$ cat config.mk
export PLATFORM = sky130hd
export DESIGN_NAME = ckg_top
export DESIGN_NICKNAME = d
export VERILOG_FILES = /design/src/hdl/ckg_pkg.sv /design/src/hdl/ckg_link_if.sv /design/src/hdl/ckg_top.sv /design/src/hdl/ckg_warmup.sv /design/src/hdl/ckg_wb_port.sv
export VERILOG_INCLUDE_DIRS = /design/src /design/src/hdl
export SDC_FILE = /design/constraint.sdc
export NUM_CORES = 1
export LEC_CHECK = 0
export BUFFER_PORTS_ARGS = -buffer_cell sky130_fd_sc_hd__buf_2
export CAP_MARGIN = 20
export CORE_ASPECT_RATIO = 0.75
export CORE_MARGIN = 1
export CORE_UTILIZATION = 25
export CTS_CLUSTER_SIZE = 24
export DETAILED_ROUTE_END_ITERATION = 8
export PLACE_DENSITY_LB_ADDON = 0.1
export SLEW_MARGIN = 10
export SYNTH_ARGS = -nofsm -noshare
export SYNTH_HDL_FRONTEND = slang
export SYNTH_SLANG_ARGS = --single-unit
$ cat constraint.sdc
create_clock -name clk_i -period 4.3 [get_ports clk_i]
set_clock_uncertainty 0.15 [all_clocks]
set_input_delay 0 -clock clk_i [delete_from_list [all_inputs] [get_ports clk_i]]
set_output_delay 0 -clock clk_i [all_outputs]
set_load 0.02 [all_outputs]
$ cat src/hdl/ckg_regs.svh
// register indices, field positions, reset values and counts of the clock gear controller
`ifndef CKG_REGS_SVH
`define CKG_REGS_SVH
// register indices; byte address is index times four
`define CKG_IDX_OSC      8'hE0
`define CKG_IDX_SRC      8'hE1
`define CKG_IDX_WUP      8'hE2
`define CKG_IDX_PRS      8'hE3
`define CKG_IDX_KEY      8'hE4
`define CKG_IDX_PIN      8'hE5
`define CKG_ADR_LSB      2
// field positions
`define CKG_OSC_HI_EN    7
`define CKG_OSC_LO_EN    6
`define CKG_OSC_STOP_HI  5
`define CKG_OSC_STOP_LO  3
`define CKG_OSC_WU       2
`define CKG_OSC_PRE      1
`define CKG_SRC_SEL      3
`define CKG_SRC_GEAR_HI  2
`define CKG_WUP_SCOSEL   6
`define CKG_WUP_LEN_HI   5
`define CKG_WUP_LEN_LO   4
`define CKG_WUP_HALT_HI  3
`define CKG_WUP_HALT_LO  2
`define CKG_WUP_DRVE     0
`define CKG_PRS_FLAG     7
`define CKG_PIN_DIR      0
`define CKG_PIN_FN       1
// reset values
`define CKG_RST_HI_EN    1'b1
`define CKG_RST_LO_EN    1'b0
`define CKG_RST_STOP     3'h4
`define CKG_RST_SEL      1'b0
`define CKG_RST_GEAR     3'h0
`define CKG_RST_WULEN    2'h2
`define CKG_RST_HALT     2'h3
`define CKG_RST_PRS      7'h23
`define CKG_KEY_OPEN     8'h1F
`define CKG_HALT_LIGHT   2'h3
// counts, in edges of the oscillator that is counted
`define CKG_WARM_08      19'h00100
`define CKG_WARM_14      19'h04000
`define CKG_WARM_16      19'h10000
`define CKG_WARM_18      19'h40000
`define CKG_SLOW_LAST    6'h3F
`endif

$ cat src/hdl/ckg_pkg.sv
// types and helper functions of the clock gear controller
package ckg_pkg;
  typedef enum logic [1:0] {
    CKG_WU_IDLE = 2'h0,
    CKG_WU_RUN  = 2'h1,
    CKG_WU_DONE = 2'h3
  } ckg_wu_state_type;

  typedef struct packed {
    ckg_wu_state_type state;
    logic [18:0]      cnt;
    logic [18:0]      len;
  } ckg_wu_type;

  typedef struct packed {
    logic       ack;
    logic [7:0] dat;
  } ckg_wb_type;

  typedef struct packed {
    logic       hi_s1, hi_s2, hi_s3, lo_s1, lo_s2, lo_s3;
    logic       hi_en, lo_en, pre_sel;
    logic [2:0] stop_cfg;
    logic       src_sel, act_sel;
    logic [2:0] gear, act_gear;
    logic [3:0] gear_cnt;
    logic       fph, sclk;
    logic [5:0] slow_cnt;
    logic       phi;
    logic [7:0] pre_div;
    logic       scosel, drve;
    logic [1:0] wu_sel, haltm;
    logic [6:0] emc;
    logic       prot, pin_dir, pin_fn, pin_val, pin_oe;
  } ckg_core_type;

  // half-period events of the high clock per gear-domain half period, minus one
  function automatic logic [3:0] ckg_gear_last(input logic [2:0] g);
    case (g)
      3'h0:    ckg_gear_last = 4'h0;
      3'h1:    ckg_gear_last = 4'h1;
      3'h2:    ckg_gear_last = 4'h3;
      3'h3:    ckg_gear_last = 4'h7;
      default: ckg_gear_last = 4'hF;
    endcase
  endfunction

  function automatic logic ckg_rise(input logic now_v, input logic old_v);
    ckg_rise = now_v & ~old_v;
  endfunction
endpackage

$ cat src/hdl/ckg_link_if.sv
// links between the clock gear core, its bus port and its warm-up timer
interface ckg_link_if;
  logic       wr;
  logic [7:0] idx;
  logic [7:0] wdat;
  logic [7:0] rdat;
  logic       wu_start;
  logic [1:0] wu_len;
  logic       wu_edge;
  logic       wu_busy;
  modport bus  (output wr, idx, wdat, input rdat);
  modport core (input wr, idx, wdat, wu_busy, output rdat, wu_start, wu_len, wu_edge);
  modport warm (input wu_start, wu_len, wu_edge, output wu_busy);
endinterface

$ cat src/hdl/ckg_top.sv
// system clock gear controller: source select, gear, prescaler, clock pin, protection
//
// Behaviour
// RQ1: system clock comes from high or low oscillator per source select bit.
// RQ2: each oscillator has its own independent enable bit.
// RQ3: gear divides the high clock by 1, 2, 4, 8 or 16.
// RQ4: reset: high on, low off, high selected, gear zero; system clock is half.
// RQ5: gear applies only while the high clock is selected.
// RQ6: warm-up length select gives 2^8, 2^14, 2^16 or 2^18 oscillator cycles.
// RQ7: warm-up counter counts edges of the oscillator being started.
// RQ8: writing one starts warm-up; bit reads one while counting, zero when done.
// RQ9: software sequence for high to low switch, warm-up polled before select.
// RQ10: software sequence for low to high switch, warm-up polled before select.
// RQ11: new gear takes effect after a switching delay; software adds dummy write.
// RQ12: clock pin drives only when both its direction and function bits are one.
// RQ13: pin gives low clock always, or system clock except deep halt modes.
// RQ14: prescaler input is gear clock over 2 or high clock over 64.
// RQ15: prescaler supplies divided clocks to timers and serial units.
// RQ16: while protected, writes to clock registers are ignored.
// RQ17: key unlock value releases protection, other values engage it; flag readable.
// RQ18: source and gear changes never produce truncated system clock pulses.
`include "ckg_regs.svh"
module ckg_top #(
  parameter logic [18:0] WARM_CYC_00 = `CKG_WARM_18,
  parameter logic [18:0] WARM_CYC_01 = `CKG_WARM_08,
  parameter logic [18:0] WARM_CYC_10 = `CKG_WARM_14,
  parameter logic [18:0] WARM_CYC_11 = `CKG_WARM_16
) (
  input  wire logic        clk_i,
  input  wire logic        rst_i,
  input  wire logic        wb_cyc_i,
  input  wire logic        wb_stb_i,
  input  wire logic        wb_we_i,
  input  wire logic [9:0]  wb_adr_i,
  input  wire logic [31:0] wb_dat_i,
  input  wire logic [3:0]  wb_sel_i,
  output logic      [31:0] wb_dat_o,
  output logic             wb_ack_o,
  input  wire logic        high_osc_i,
  input  wire logic        low_osc_i,
  input  wire logic        halt_i,
  output logic             high_osc_enable_o,
  output logic             low_osc_enable_o,
  output logic             system_clock_o,
  output logic             gear_domain_clock_o,
  output logic             prescaler_clock_o,
  output logic      [7:0]  prescaler_taps_o,
  output logic             clock_output_pin_o,
  output logic             clock_output_pin_oe_o
);
  ckg_link_if lk ();

  ckg_pkg::ckg_core_type st_reg;
  ckg_pkg::ckg_core_type st_next;
  logic                  hi_ev;
  logic                  lo_ev;
  logic                  fph_tog;
  logic                  slow_tog;
  logic                  phi_tog;
  logic                  run_view;

  ckg_wb_port u_bus (
    .clk_i    (clk_i),
    .rst_i    (rst_i),
    .wb_cyc_i (wb_cyc_i),
    .wb_stb_i (wb_stb_i),
    .wb_we_i  (wb_we_i),
    .wb_adr_i (wb_adr_i),
    .wb_dat_i (wb_dat_i),
    .wb_sel_i (wb_sel_i),
    .wb_dat_o (wb_dat_o),
    .wb_ack_o (wb_ack_o),
    .lk       (lk.bus)
  );

  ckg_warmup #(
    .CYC_00 (WARM_CYC_00),
    .CYC_01 (WARM_CYC_01),
    .CYC_10 (WARM_CYC_10),
    .CYC_11 (WARM_CYC_11)
  ) u_warm (
    .clk_i (clk_i),
    .rst_i (rst_i),
    .lk    (lk.warm)
  );

  // ----------------------------------------------------------------
  // next state
  // ----------------------------------------------------------------
  always_comb
  begin
    st_next = st_reg;
    // oscillator pins are asynchronous: two stages, third for edges
    st_next.hi_s1 = high_osc_i;
    st_next.hi_s2 = st_reg.hi_s1;
    st_next.hi_s3 = st_reg.hi_s2;
    st_next.lo_s1 = low_osc_i;
    st_next.lo_s2 = st_reg.lo_s1;
    st_next.lo_s3 = st_reg.lo_s2;
    // a disabled oscillator yields no edges at all
    hi_ev = st_reg.hi_en & (st_reg.hi_s2 ^ st_reg.hi_s3); // RQ2
    lo_ev = st_reg.lo_en & (st_reg.lo_s2 ^ st_reg.lo_s3); // RQ2

    // gear divider, active only on the high source
    fph_tog = 1'b0;
    if (!st_reg.act_sel) // RQ5
    begin
      if (hi_ev)
      begin
        if (st_reg.gear_cnt == ckg_pkg::ckg_gear_last(st_reg.act_gear)) // RQ3
        begin
          st_next.gear_cnt = 4'h0;
          fph_tog          = 1'b1;
        end
        else
          st_next.gear_cnt = st_reg.gear_cnt + 4'h1;
      end
    end
    else
      fph_tog = lo_ev; // RQ1

    // system clock is half the gear domain; new source and gear are taken
    // only at the end of a full system clock period, so no runt pulse
    if (fph_tog)
    begin
      st_next.fph = ~st_reg.fph;
      if (!st_reg.fph)
      begin
        st_next.sclk = ~st_reg.sclk; // RQ4
        if (st_reg.sclk)
        begin
          st_next.act_sel  = st_reg.src_sel; // RQ1
          st_next.act_gear = st_reg.gear; // RQ11
          st_next.gear_cnt = 4'h0; // RQ18
        end
      end
    end

    // ----------------------------------------------------------------
    // prescaler input and divider chain
    // ----------------------------------------------------------------
    slow_tog = 1'b0;
    if (hi_ev)
    begin
      if (st_reg.slow_cnt == `CKG_SLOW_LAST)
      begin
        st_next.slow_cnt = 6'h00;
        slow_tog         = 1'b1;
      end
      else
        st_next.slow_cnt = st_reg.slow_cnt + 6'h01;
    end
    // source switch is not synchronised to either clock; timers tolerate it
    phi_tog = st_reg.pre_sel ? slow_tog : (fph_tog & ~st_reg.fph); // RQ14
    if (phi_tog)
    begin
      st_next.phi = ~st_reg.phi;
      if (!st_reg.phi)
        st_next.pre_div = st_reg.pre_div + 8'h01; // RQ15
    end

    // ----------------------------------------------------------------
    // warm-up link
    // ----------------------------------------------------------------
    lk.wu_len   = st_reg.wu_sel;
    lk.wu_start = 1'b0;
    // the oscillator being started is the one not currently selected
    if (st_reg.src_sel) // RQ7
      lk.wu_edge = st_reg.hi_en & ckg_pkg::ckg_rise(st_reg.hi_s2, st_reg.hi_s3);
    else
      lk.wu_edge = st_reg.lo_en & ckg_pkg::ckg_rise(st_reg.lo_s2, st_reg.lo_s3);

    // ----------------------------------------------------------------
    // register read and write
    // ----------------------------------------------------------------
    case (lk.idx)
      `CKG_IDX_OSC: lk.rdat = {st_reg.hi_en, st_reg.lo_en, st_reg.stop_cfg,
                               lk.wu_busy, st_reg.pre_sel, 1'b0}; // RQ8
      `CKG_IDX_SRC: lk.rdat = {4'h0, st_reg.src_sel, st_reg.gear};
      `CKG_IDX_WUP: lk.rdat = {1'b0, st_reg.scosel, st_reg.wu_sel, st_reg.haltm,
                               1'b0, st_reg.drve};
      `CKG_IDX_PRS: lk.rdat = {st_reg.prot, st_reg.emc}; // RQ17
      `CKG_IDX_PIN: lk.rdat = {6'h00, st_reg.pin_fn, st_reg.pin_dir};
      default:      lk.rdat = 8'h00;
    endcase

    if (lk.wr)
    begin
      case (lk.idx)
        `CKG_IDX_OSC:
          if (!st_reg.prot) // RQ16
          begin
            st_next.hi_en    = lk.wdat[`CKG_OSC_HI_EN]; // RQ2
            st_next.lo_en    = lk.wdat[`CKG_OSC_LO_EN]; // RQ2
            st_next.stop_cfg = lk.wdat[`CKG_OSC_STOP_HI:`CKG_OSC_STOP_LO];
            st_next.pre_sel  = lk.wdat[`CKG_OSC_PRE];
            lk.wu_start      = lk.wdat[`CKG_OSC_WU]; // RQ8
          end
        `CKG_IDX_SRC:
          if (!st_reg.prot) // RQ16
          begin
            st_next.src_sel = lk.wdat[`CKG_SRC_SEL];
            st_next.gear    = lk.wdat[`CKG_SRC_GEAR_HI:0];
          end
        `CKG_IDX_WUP:
          if (!st_reg.prot) // RQ16
          begin
            st_next.scosel = lk.wdat[`CKG_WUP_SCOSEL];
            st_next.wu_sel = lk.wdat[`CKG_WUP_LEN_HI:`CKG_WUP_LEN_LO];
            st_next.haltm  = lk.wdat[`CKG_WUP_HALT_HI:`CKG_WUP_HALT_LO];
            st_next.drve   = lk.wdat[`CKG_WUP_DRVE];
          end
        `CKG_IDX_PRS: st_next.emc = lk.wdat[6:0];
        `CKG_IDX_KEY: st_next.prot = (lk.wdat != `CKG_KEY_OPEN); // RQ17
        `CKG_IDX_PIN:
        begin
          st_next.pin_dir = lk.wdat[`CKG_PIN_DIR];
          st_next.pin_fn  = lk.wdat[`CKG_PIN_FN];
        end
        default: ;
      endcase
    end

    // ----------------------------------------------------------------
    // clock output pin
    // ----------------------------------------------------------------
    run_view = ~halt_i | (st_reg.haltm == `CKG_HALT_LIGHT);
    st_next.pin_oe = st_reg.pin_dir & st_reg.pin_fn; // RQ12
    if (!st_next.pin_oe)
      st_next.pin_val = 1'b0;
    else if (!st_reg.scosel)
      st_next.pin_val = st_reg.lo_s2; // RQ13
    else
      st_next.pin_val = run_view & st_reg.sclk; // RQ13
  end

  // ----------------------------------------------------------------
  // state register
  // ----------------------------------------------------------------
  always_ff @(posedge clk_i)
  begin
    if (rst_i)
    begin
      st_reg          <= '0;
      st_reg.hi_en    <= `CKG_RST_HI_EN; // RQ4
      st_reg.lo_en    <= `CKG_RST_LO_EN; // RQ4
      st_reg.stop_cfg <= `CKG_RST_STOP;
      st_reg.src_sel  <= `CKG_RST_SEL; // RQ4
      st_reg.act_sel  <= `CKG_RST_SEL;
      st_reg.gear     <= `CKG_RST_GEAR; // RQ4
      st_reg.act_gear <= `CKG_RST_GEAR;
      st_reg.wu_sel   <= `CKG_RST_WULEN;
      st_reg.haltm    <= `CKG_RST_HALT;
      st_reg.emc      <= `CKG_RST_PRS;
    end
    else
      st_reg <= st_next;
  end

  assign high_osc_enable_o     = st_reg.hi_en;
  assign low_osc_enable_o      = st_reg.lo_en;
  assign system_clock_o        = st_reg.sclk;
  assign gear_domain_clock_o   = st_reg.fph;
  assign prescaler_clock_o     = st_reg.phi;
  assign prescaler_taps_o      = st_reg.pre_div;
  assign clock_output_pin_o    = st_reg.pin_val;
  assign clock_output_pin_oe_o = st_reg.pin_oe;
endmodule

$ cat src/hdl/ckg_warmup.sv
// warm-up timer counting edges of the oscillator being started
`include "ckg_regs.svh"
module ckg_warmup #(
  parameter logic [18:0] CYC_00 = `CKG_WARM_18,
  parameter logic [18:0] CYC_01 = `CKG_WARM_08,
  parameter logic [18:0] CYC_10 = `CKG_WARM_14,
  parameter logic [18:0] CYC_11 = `CKG_WARM_16
) (
  input  wire logic clk_i,
  input  wire logic rst_i,
  ckg_link_if.warm  lk
);
  ckg_pkg::ckg_wu_type st_reg;
  ckg_pkg::ckg_wu_type st_next;

  always_comb
  begin
    st_next = st_reg;
    case (st_reg.state)
      ckg_pkg::CKG_WU_RUN:
        if (lk.wu_edge)
        begin
          st_next.cnt = st_reg.cnt + 19'h00001;
          if (st_next.cnt == st_reg.len)
            st_next.state = ckg_pkg::CKG_WU_DONE;
        end
      ckg_pkg::CKG_WU_IDLE, ckg_pkg::CKG_WU_DONE: ;
      default: st_next.state = ckg_pkg::CKG_WU_IDLE;
    endcase
    // a start always clears and restarts, even mid-count
    if (lk.wu_start) // RQ8
    begin
      st_next.state = ckg_pkg::CKG_WU_RUN;
      st_next.cnt   = '0;
      case (lk.wu_len) // RQ6
        2'h1:    st_next.len = CYC_01;
        2'h2:    st_next.len = CYC_10;
        2'h3:    st_next.len = CYC_11;
        default: st_next.len = CYC_00;
      endcase
    end
  end

  always_ff @(posedge clk_i)
  begin
    if (rst_i)
      st_reg <= '0;
    else
      st_reg <= st_next;
  end

  assign lk.wu_busy = (st_reg.state == ckg_pkg::CKG_WU_RUN); // RQ8
endmodule

$ cat src/hdl/ckg_wb_port.sv
// classic wishbone slave port of the clock gear controller
`include "ckg_regs.svh"
module ckg_wb_port (
  input  wire logic        clk_i,
  input  wire logic        rst_i,
  input  wire logic        wb_cyc_i,
  input  wire logic        wb_stb_i,
  input  wire logic        wb_we_i,
  input  wire logic [9:0]  wb_adr_i,
  input  wire logic [31:0] wb_dat_i,
  input  wire logic [3:0]  wb_sel_i,
  output logic      [31:0] wb_dat_o,
  output logic             wb_ack_o,
  ckg_link_if.bus          lk
);
  ckg_pkg::ckg_wb_type st_reg;
  ckg_pkg::ckg_wb_type st_next;
  logic                req;

  always_comb
  begin
    st_next  = st_reg;
    req      = wb_cyc_i & wb_stb_i & ~st_reg.ack;
    lk.idx   = wb_adr_i[9:`CKG_ADR_LSB];
    lk.wdat  = wb_dat_i[7:0];
    // only the low lane carries register data
    lk.wr    = req & wb_we_i & wb_sel_i[0];
    st_next.ack = req;
    st_next.dat = (req & ~wb_we_i) ? lk.rdat : 8'h00;
  end

  always_ff @(posedge clk_i)
  begin
    if (rst_i)
      st_reg <= '0;
    else
      st_reg <= st_next;
  end

  assign wb_ack_o = st_reg.ack;
  assign wb_dat_o = {24'h000000, st_reg.dat};
endmodule
==> results of run 1 <==
==> critical path, delay by kind of cell, from the launching register on <==
| family | cells | cell delay [ns] |
|---|---|---|
| and+or+nand+nor | 5 | 2.31 |
| AOI/OAI and AO/OA | 1 | 0.13 |
| DFF | 1 | 0.31 |
==> power groups by stage <==
stage	Sequential [mW]	Clock, mW	Combinational, mW
after floorplan	0.896	0	0.0898
after global placement	0.897	0	0.103
after detailed placement	0.896	0	0.103
after CTS	0.876	0.902	0.117
after global routing	0.878	0.932	0.128
final	0.877	0.863	0.116
==> cell type report <==
| cell class | instances | area, um2 |
|---|---|---|
| Sequential cell | 93 | 1862 |
| Fill cell | 1924 | 12440 |
| Tap cell | 242 | 302.8 |
| Timing Repair Buffer | 71 | 465.4 |
| Inverter | 16 | 60.06 |
| Clock inverter | 6 | 86.33 |
| Clock buffer | 10 | 229.0 |
| Multi-Input combinational cell | 397 | 2472 |
==> worst paths after layout <==
kind         slack [ns]                end  depth (start not counted)
min reg2reg        0.30        st_next[53]                          1
min                0.06          st_reg[4]                          5
max reg2reg        1.29  u_warm.st_reg[39]                          6
max                1.29  u_warm.st_reg[39]                          6
==> cell usage in the layout (no fill, tap or decap), types with 3 or more instances in the layout <==
master	netlist	routed
a211o_1	8	8
a21oi_1	31	31
a31oi_1	3	3
and2_1	3	3
and3_1	7	7
and4_1	4	4
buf_2	3	48
clkbuf_16	0	9
conb_1	1	24
dfxtp_1	93	93
dlygate4sd3_1	0	21
ha_1	8	8
inv_1	16	16
mux2i_1	26	26
nand2_1	27	27
nand2b_1	3	3
nand3_1	22	22
nand3b_1	3	3
nand4_1	18	18
nand4b_1	5	5
nor2_1	83	83
nor2b_1	11	11
nor3_1	14	14
nor4_1	4	4
o21ai_0	7	7
o31ai_1	3	3
o41ai_1	3	3
or2_2	3	3
or3_1	5	5
or4_1	4	4
xnor2_1	19	19
xor2_1	15	15
==> stage by stage <==
step | area (um2) | utilization | std cells
after floorplan | 4747 | - | 564
after global placement | 4952 | 0.2764 | 798
after detailed placement | 4952 | 0.2764 | 798
after CTS | 5478 | 0.3057 | 835
after global routing | 5478 | 0.3057 | 835
final | 5478 | 0.3057 | 835
==> per-layer routing <==
| metal | GRT usage | vias to the layer above |
|---|---|---|
| met5 | 0 | - |
| met4 | 0.04507 | 0 |
| met3 | 0.02882 | 12 |
| met2 | 0.1845 | 91 |
| met1 | 0.1723 | 1760 |
| li1 | - | 1938 |
==> logic make-up after synthesis <==
family,Yosys count,share of synthesized area
other cells,1,0.0008046
buf+inv,74,0.08859
flops,93,0.3995
xor+xnor,34,0.06389
compound gates,73,0.1028
fa+ha+maj,8,0.02148
mux,30,0.07033
simple gates,228,0.2526
==> timing repair <==
action	4_1_cts	5_1_grt
hold buffers	21	0
buffers inserted	0	0
hold endpoints to repair	38	0
endpoints found under the setup margin	0	0
==> flow_metrics.tcl, run 1 <==
set metrics [dict create \
    root_buffer "clkbuf_16" \
    grt_pass1_vias 3626 \
    cp-start-kind "flop" \
    setup_violations 0 \
    min_from "wb_sel_i[0]" \
    yosys-top-cells-count "93 x dfxtp_1, 83 x nor2_1, 33 x buf_4, 31 x a21oi_1, 27 x nand2_1" \
    cts_tree "done" \
    power.density_mw_per_mm2 338.8 \
    die_x_um 159.7 \
    cts_sinks 93 \
    crit_chain "nand3b_1 -> nor4_2 -> nand4_1 -> nand2b_1 -> nor2_1 -> o21a_1" \
    fin_total_pwr_mw 1.856 \
    end_kind "flop" \
    post-dp-hpwl_mm 7.796 \
    wl_met2_mm 4.639 \
    dp_slack_ns 1.248 \
    switchingPower_uw 437.3 \
    reg2reg_from "u_bus.wb_ack_o" \
    insertion_delay_ns 0.35 \
    ys_top_cells_by_area "dfxtp_1 40%, nor2_1 6.7%, mux2i_1 5.6%" \
    path_class "reg2reg" \
    drive_gt1_frac 0.1315 \
    min_period_over_period 0.7010 \
    place_congestion 0.7569 \
    clk_pin_slew_ns 0.07 \
    setup_tns_ns 0 \
    yosys_warnings 0 \
    antenna_found_initial 0 \
    largest_reg_flops 38 \
    setup_ws_ns 1.286 \
    clk_path_buf_depth 2 \
    finalNetCount 650 \
    critPathMaxStageDelay_ns 0.77 \
    yosys.area.top_type "dfxtp_1" \
    p_clk_frac 0.465 \
    cp_slowest_cell "nand2b_1" \
    drc 0 \
    avgSynthCellArea_um2 8.615 \
    dieHeight_um 120.2 \
    comb_power_share 0.063 \
    cts_max_level 3 \
    ys_types 59 \
    top_layer "met4" \
    antenna_cells 0 \
    routedWlPerCell_um 13.56 \
    p_int_mw 1.419 \
    min_path_type "in2reg" \
    crit_fanout 20 \
    grt.overflow.total 0 \
    worst_pin_slew_ns 1.029 \
    drv_cap 0 \
    grt_max_degree 55 \
    swShare 0.2356 \
    rsz0062_at_grt "no" \
    seqPwrFrac 0.472 \
    vias_per_cell 4.552 \
    synth_ff_type "dfxtp_1" \
    status "complete, no violations" \
    ios 102 \
    finalHoldViolations 0 \
    synth-async-reset-ratio 0 \
    core_mm2 0.01792 \
    relSlewSlack 0.3052 \
    synthMostInstantiatedCell "dfxtp_1" \
    synth-edff-count 0 \
    fp.dieArea_mm2 0.01920 \
    dr_total_vias 3801 \
    drt-met1-wl_mm 5.982 \
    cts_buffers 9 \
    netlist_instances 541 \
    ys_seq_area_frac 0.3995 \
    grt_first_pass_wirelength_mm 18.64 \
    ys_ff_latch 93 \
    finalCriticalPeriod_ns 3.014 \
    cts_resized 0 \
    area_growth_pct 17.53 \
    grtUsageTotal 0.1235 \
    route.met3.wl_um 531 \
    synth_top_cell_area_share 0.3995 \
    cp.arrival_ns 3.11 \
    start_util 0.2601 \
    required_ns 4.40 \
    wirelength_mm 11.32 \
    num_rows 42 \
    drt_pass1_iterations 4 \
    slew_violations 0 \
    io_buffer_count 48 \
    syn_area_mm2 0.004661 \
    antenna_left 0 \
    max_freq_mhz 331.7 \
    worst_ir_drop_vdd_uv 139.9 \
    fin_hold_ws_ns 0.05778 \
    detail_route.iter0.violations 152 \
    crit_start "u_bus.wb_ack_o" \
    p_leak_nw 2.156 \
]
No activity file was read; power rests on OpenSTA's default activity.
==> run 2: changes to the inputs <==
clock period = 2.8 ns   (was 4.3 ns; I/O delays follow)
==> run 2 against run 1 <==
Compared with the run above: register-to-register slack got worse by 1.1 ns; cell area grew 0.98%; utilization up 0.30 points; count of clock-buffer cells in the layout rose by 3; non-clock buffer count increased by 12; sequential share of layout area decreased by 0.33 points; clock power grew 36%; wire length is 1.1% lower; flip-flop and latch count is the same; fmax up 14%; critical path type unchanged; critical endpoint is now prescaler_taps_o[2]; largest cell class unchanged; largest power group unchanged.
==> flow_metrics.tcl, run 2 (synthesis results as in run 1) <==
set metrics [dict create \
    seqPwrFrac 0.499 \
    core_mm2 0.01792 \
    vias_per_cell 4.476 \
    start_util 0.2601 \
    slew_violations 0 \
    antenna_found_initial 0 \
    max_freq_mhz 378.9 \
    setup_violations 0 \
    end_kind "flop" \
    comb_power_share 0.068 \
    crit_chain "inv_1 -> ha_1 -> nor2b_1 -> and2b_1 -> o22ai_1 -> o41a_1 -> buf_4 -> or4_1 -> a21oi_1" \
    clk_path_buf_depth 2 \
    post-place-cells 813 \
    drv_cap 0 \
    drt_pass1_iterations 4 \
    place_congestion 0.7532 \
    p_int_mw 2.049 \
    reg2reg_slack_ns 0.16 \
    grt.busiest_layer "met2" \
    min_path_type "in2reg" \
    fin_area_mm2 0.005532 \
    power.density_mw_per_mm2 487.8 \
    finalCriticalPeriod_ns 2.639 \
    rsz0062_at_grt "no" \
    switchingPower_uw 649.0 \
    fin_hold_ws_ns 0.06605 \
    use_met1 0.1717 \
    area_growth_pct 18.68 \
    postCtsSetupRepairBufs 0 \
    critPathMaxStageDelay_ns 0.46 \
    finalHoldViolations 0 \
    placed_cell_area_mm2 0.005065 \
    cp-start-kind "flop" \
    use_met2 0.1749 \
    io_buffer_count 48 \
    setup_tns_ns 0 \
    status "complete, no violations" \
    detail_route.iter0.violations 174 \
    cp.arrival_ns 2.77 \
    p_leak_nw 2.193 \
    clk_pin_slew_ns 0.07 \
    drc 0 \
    setup_ws_ns 0.1610 \
    wirelength_mm 11.20 \
    grt_pass1_vias 3544 \
    root_buffer "clkbuf_16" \
    cts_buffers 9 \
    cts_max_level 3 \
    fp.dieArea_mm2 0.01920 \
    cts_sinks 93 \
    grtUsageTotal 0.1208 \
    ios 102 \
    worst_ir_drop_vdd_uv 248.8 \
    grtUsageMet3 0.03774 \
    relSlewSlack 0.6054 \
    grt.overflow.total 0 \
    final_cell_mix "93 x dfxtp_1, 83 x nor2_1, 48 x buf_2, 31 x a21oi_1, 27 x nand2_1" \
    min_period_over_period 0.9425 \
    cts_tree "done" \
    antenna_left 0 \
    p_clk_frac 0.433 \
    dr_total_vias 3791 \
    post-dp-hpwl_mm 8.035 \
    antenna_cells 0 \
    crit_fanout 7 \
    largest_reg_flops 38 \
    routedWlPerCell_um 13.23 \
    die_x_um 159.7 \
    grt_max_degree 40 \
    path_class "reg2reg" \
    dp_slack_ns 0.1009 \
    worst_pin_slew_ns 0.5897 \
    cp_slowest_cell "o41a_1" \
    drive_gt1_frac 0.1537 \
    num_rows 42 \
    final_common_cell "dfxtp_1" \
    insertion_delay_ns 0.35 \
    final_cells 847 \
    grt_first_pass_wirelength_mm 18.25 \
    dieHeight_um 120.2 \
    finalNetCount 662 \
    swShare 0.2405 \
    required_ns 2.93 \
]
[run 2: cell count changes in the layout (fill, tap and decap cells not counted), moves of 2 or more]
cell and delta:
bufinv_16 -2, dlygate4sd3_1 -3, clkbuf_8 +2, buf_4 +15
[run 2: metal layers]
layer,vias up,share of wire
met2,84,0.40
met3,8,0.051
met1,1732,0.54
met5,-,0
li1,1967,-
met4,0,0.0094
[run 2: per-stage QoR]
stage	power, mW	utilization
finish	2.698	0.3087
CTS	2.753	0.3083
detailed placement	1.542	0.2826
global placement	1.541	0.2826
floorplan	1.514	-
global route	2.830	0.3087
[run 2: path summary, 6_finish.rpt]
path | from | to | cells past startpoint
setup reg to reg | st_reg[56] | prescaler_taps_o[2] | 9
hold reg to reg | st_next[57] | st_next[56] | 1
setup / recovery | st_reg[56] | prescaler_taps_o[2] | 9
hold / removal | wb_adr_i[6] | u_bus.wb_dat_o[0] | 5
[run 2: repair_timing]
item                                   in CTS  in global routing
setup endpoints to repair                   0                  1
endpoints found under the hold margin      34                  0
hold buffers                               18                  0
resized for setup                           0                  1
[run 2: final cells by class]
class                           count  area (um2)
Clock inverter                      3       20.02
Inverter                           16       60.06
Tap cell                          242       302.8
Fill cell                        1911       12390
Multi-Input combinational cell    397        2479
Timing Repair Buffer               83       548.0
Sequential cell                    93        1862
Clock buffer                       13       260.3
[run 2: critical path, delay by kind of cell (launching register included)]
family | cells | cell delay (ns)
compound gates | 3 | 0.74
fa+ha+maj | 1 | 0.28
buf+inv | 2 | 0.24
flops | 1 | 0.31
simple gates | 3 | 0.85
[run 2: power by group through the flow]
stage                     clock network, mW  registers, mW  logic (mW)
after global placement                    0           1.38       0.165
after floorplan                           0           1.38       0.138
after CTS                              1.22           1.35       0.184
after detailed placement                  0           1.38       0.165
final                                  1.17           1.35       0.184
after global routing                   1.28           1.35       0.201
==> run 3: changes to the inputs <==
SYNTH_HIERARCHICAL = 1   (was default)
==> run 3 against run 2 <==
Compared with the run above: combinational power down 2%; synthesized cell count up 2.2%; register-to-register slack about the same; critical path type unchanged; highest routed layer unchanged.
==> flow_metrics.tcl, run 3 <==
set metrics [dict create \
    crit_start "st_reg[56]" \
    drc 0 \
    finalHoldViolations 0 \
    antenna_cells 0 \
    io_buffer_count 48 \
    synthMostInstantiatedCell "dfxtp_1" \
    grt.overflow.total 0 \
    required_ns 2.93 \
    crit_fanout 11 \
    path_class "reg2reg" \
    num_rows 43 \
    p_leak_nw 2.157 \
    ys_seq_area_frac 0.3848 \
    die_x_um 162.6 \
    power.density_mw_per_mm2 496.7 \
    final_common_cell "dfxtp_1" \
    postCtsHoldBufs 16 \
    utilization 0.2997 \
    netlist_instances 553 \
    worst_pin_slew_ns 0.7944 \
    yosys-top-cells-count "93 x dfxtp_1, 74 x nor2_1, 51 x buf_4, 40 x nand2_1, 27 x mux2i_1" \
    reg2reg_depth 9 \
    fill_cells 1999 \
    crit_chain "inv_1 -> ha_1 -> nor2b_1 -> nor2b_1 -> a31oi_2 -> o41a_1 -> buf_4 -> or3_1 -> a21oi_1" \
    dieHeight_um 122.5 \
    drt_pass1_iterations 4 \
    fin_total_pwr_mw 2.787 \
    cts_sinks 93 \
    cp-start-kind "flop" \
    finalCriticalPeriod_ns 2.627 \
    dr_total_vias 3788 \
    worst_ir_drop_vdd_uv 243.7 \
    relSlewSlack 0.4704 \
    yosys.area.top_type "dfxtp_1" \
    routedWlPerCell_um 13.40 \
    ys_types 60 \
    grt_max_degree 41 \
    reg2reg_from "st_reg[56]" \
    grt_pass1_vias 3454 \
    end_kind "flop" \
    synth-async-reset-ratio 0 \
    antenna_left 0 \
    clk_pin_slew_ns 0.07 \
    r2r_end "prescaler_taps_o[4]" \
    synth_top_cell_area_share 0.3848 \
    area_growth_pct 15.98 \
    yosys_warnings 6 \
    synth-edff-count 0 \
    cts_max_level 3 \
    insertion_delay_ns 0.35 \
    cp-endpoint "prescaler_taps_o[4]" \
    min_path_type "in2reg" \
    ys_top_cells_by_area "dfxtp_1 38%, buf_4 7.9%, nor2_1 5.7%" \
    largest_reg_flops 38 \
    antenna_found_initial 0 \
    detail_route.iter0.violations 166 \
    vias_per_cell 4.462 \
    wirelength_mm 11.38 \
    rsz0062_at_grt "no" \
    cp_common_cell "nor2b_1" \
    synth_mux_area_frac 0.07292 \
    yosys.area_share.adder 0.02069 \
    ys_ff_latch 93 \
    start_util 0.2584 \
    max_freq_mhz 380.6 \
    final_cell_mix "93 x dfxtp_1, 74 x nor2_1, 48 x buf_2, 40 x nand2_1, 27 x mux2i_1" \
    postCtsSetupRepairBufs 0 \
    core_mm2 0.01872 \
    root_buffer "clkbuf_16" \
    cts_resized 0 \
    status "complete, no violations" \
    critPathMaxStageDelay_ns 0.42 \
    drive_gt1_frac 0.1761 \
    avgSynthCellArea_um2 8.749 \
    cts_buffers 9 \
    place_congestion 0.7267 \
    clk_path_buf_depth 2 \
    grt_first_pass_wirelength_mm 18.61 \
    synth_top_family_by_area "simple AND/OR/NAND/NOR gates" \
    fin_hold_ws_ns 0.01871 \
    cts_tree "done" \
    post-dp-hpwl_mm 8.348 \
    syn_area_mm2 0.004838 \
    cp.arrival_ns 2.76 \
    synth_compound_area_frac 0.09335 \
    drv_cap 0 \
    synth_simple_gate_area_frac 0.2599 \
    setup_violations 0 \
    fp.dieArea_mm2 0.01992 \
    setup_tns_ns 0 \
    reg2reg_slack_ns 0.17 \
    finalNetCount 659 \
    synth_xor_area_frac 0.05974 \
    min_period_over_period 0.9384 \
    cp_slowest_cell "o41a_1" \
    ios 102 \
    grtUsageTotal 0.1219 \
    synth_ff_type "dfxtp_1" \
    slew_violations 0 \
]
-- run 3: worst max-delay path, delay by kind of cell, from the launching register on --
family / cells / cell delay (ns)
fa+ha+maj: 1 / 0.30
buf+inv: 2 / 0.25
simple gates: 3 / 0.81
compound gates: 3 / 0.73
flops: 1 / 0.31
-- run 3: worst min-delay path by stage --
| stage | cells past startpoint | end | slack, ns | start |
|---|---|---|---|---|
| 3_5_place_dp | 2 | st_next[54] | 0.07 | low_osc_i |
| 2_1_floorplan | 1 | st_next[54] | -0.02 | low_osc_i |
| 3_3_place_gp | 2 | st_next[54] | 0.06 | low_osc_i |
| 4_1_cts | 5 | st_reg[4] | 0.007 | wb_adr_i[6] |
| 5_1_grt | 4 | u_bus/wb_ack_o | 0.07 | wb_cyc_i |
| 6_report | 5 | st_reg[4] | 0.02 | wb_adr_i[6] |
-- run 3: cells by family (layout without fill, tap and decap cells) --
family / Yosys count / in the layout
AOI/OAI and AO/OA: 66 / 66
xor gates and xnor gates: 33 / 33
adders and majority gates: 8 / 8
buffers and inverters: 85 / 111
DFF: 93 / 93
muxes: 32 / 32
other: 1 / 24
and+or+nand+nor: 235 / 235
-- run 3: layout make-up --
| class | count | area [um2] | share of cell area |
|---|---|---|---|
| Clock buffer | 9 | 225.2 | 0.04013 |
| Clock inverter | 7 | 83.83 | 0.01494 |
| Inverter | 13 | 48.80 | 0.008696 |
| Multi-Input combinational cell | 398 | 2547 | 0.4540 |
| Sequential cell | 93 | 1862 | 0.3318 |
| Tap cell | 247 | 309.0 | 0.05507 |
| Timing Repair Buffer | 82 | 535.5 | 0.09543 |
-- run 3: layer usage --
layer | track usage | up-vias | wire, um
met4 | 0.03855 | 0 | 116
li1 | - | 1937 | -
met1 | 0.1857 | 1746 | 6365
met2 | 0.1632 | 98 | 4289
met5 | 0 | - | 0
met3 | 0.03008 | 7 | 608
-- run 3: power by group --
group / internal [mW] / total, mW / switching, mW / leakage [nW]
Sequential: 1.33 / 1.35 / 0.0127 / 0.751
Combinational: 0.0624 / 0.180 / 0.118 / 1.26
Clock: 0.706 / 1.26 / 0.555 / 0.142
-- run 3: stage by stage --
stage | std cells | setup slack (ns) | area (um2)
2_1_floorplan | 576 | 0.08592 | 4931
3_5_place_dp | 817 | 0.1888 | 5142
3_3_place_gp | 817 | 0.2322 | 5142
5_1_grt | 849 | 0.01787 | 5612
4_1_cts | 849 | 0.1567 | 5612
6_report | 849 | 0.1725 | 5612
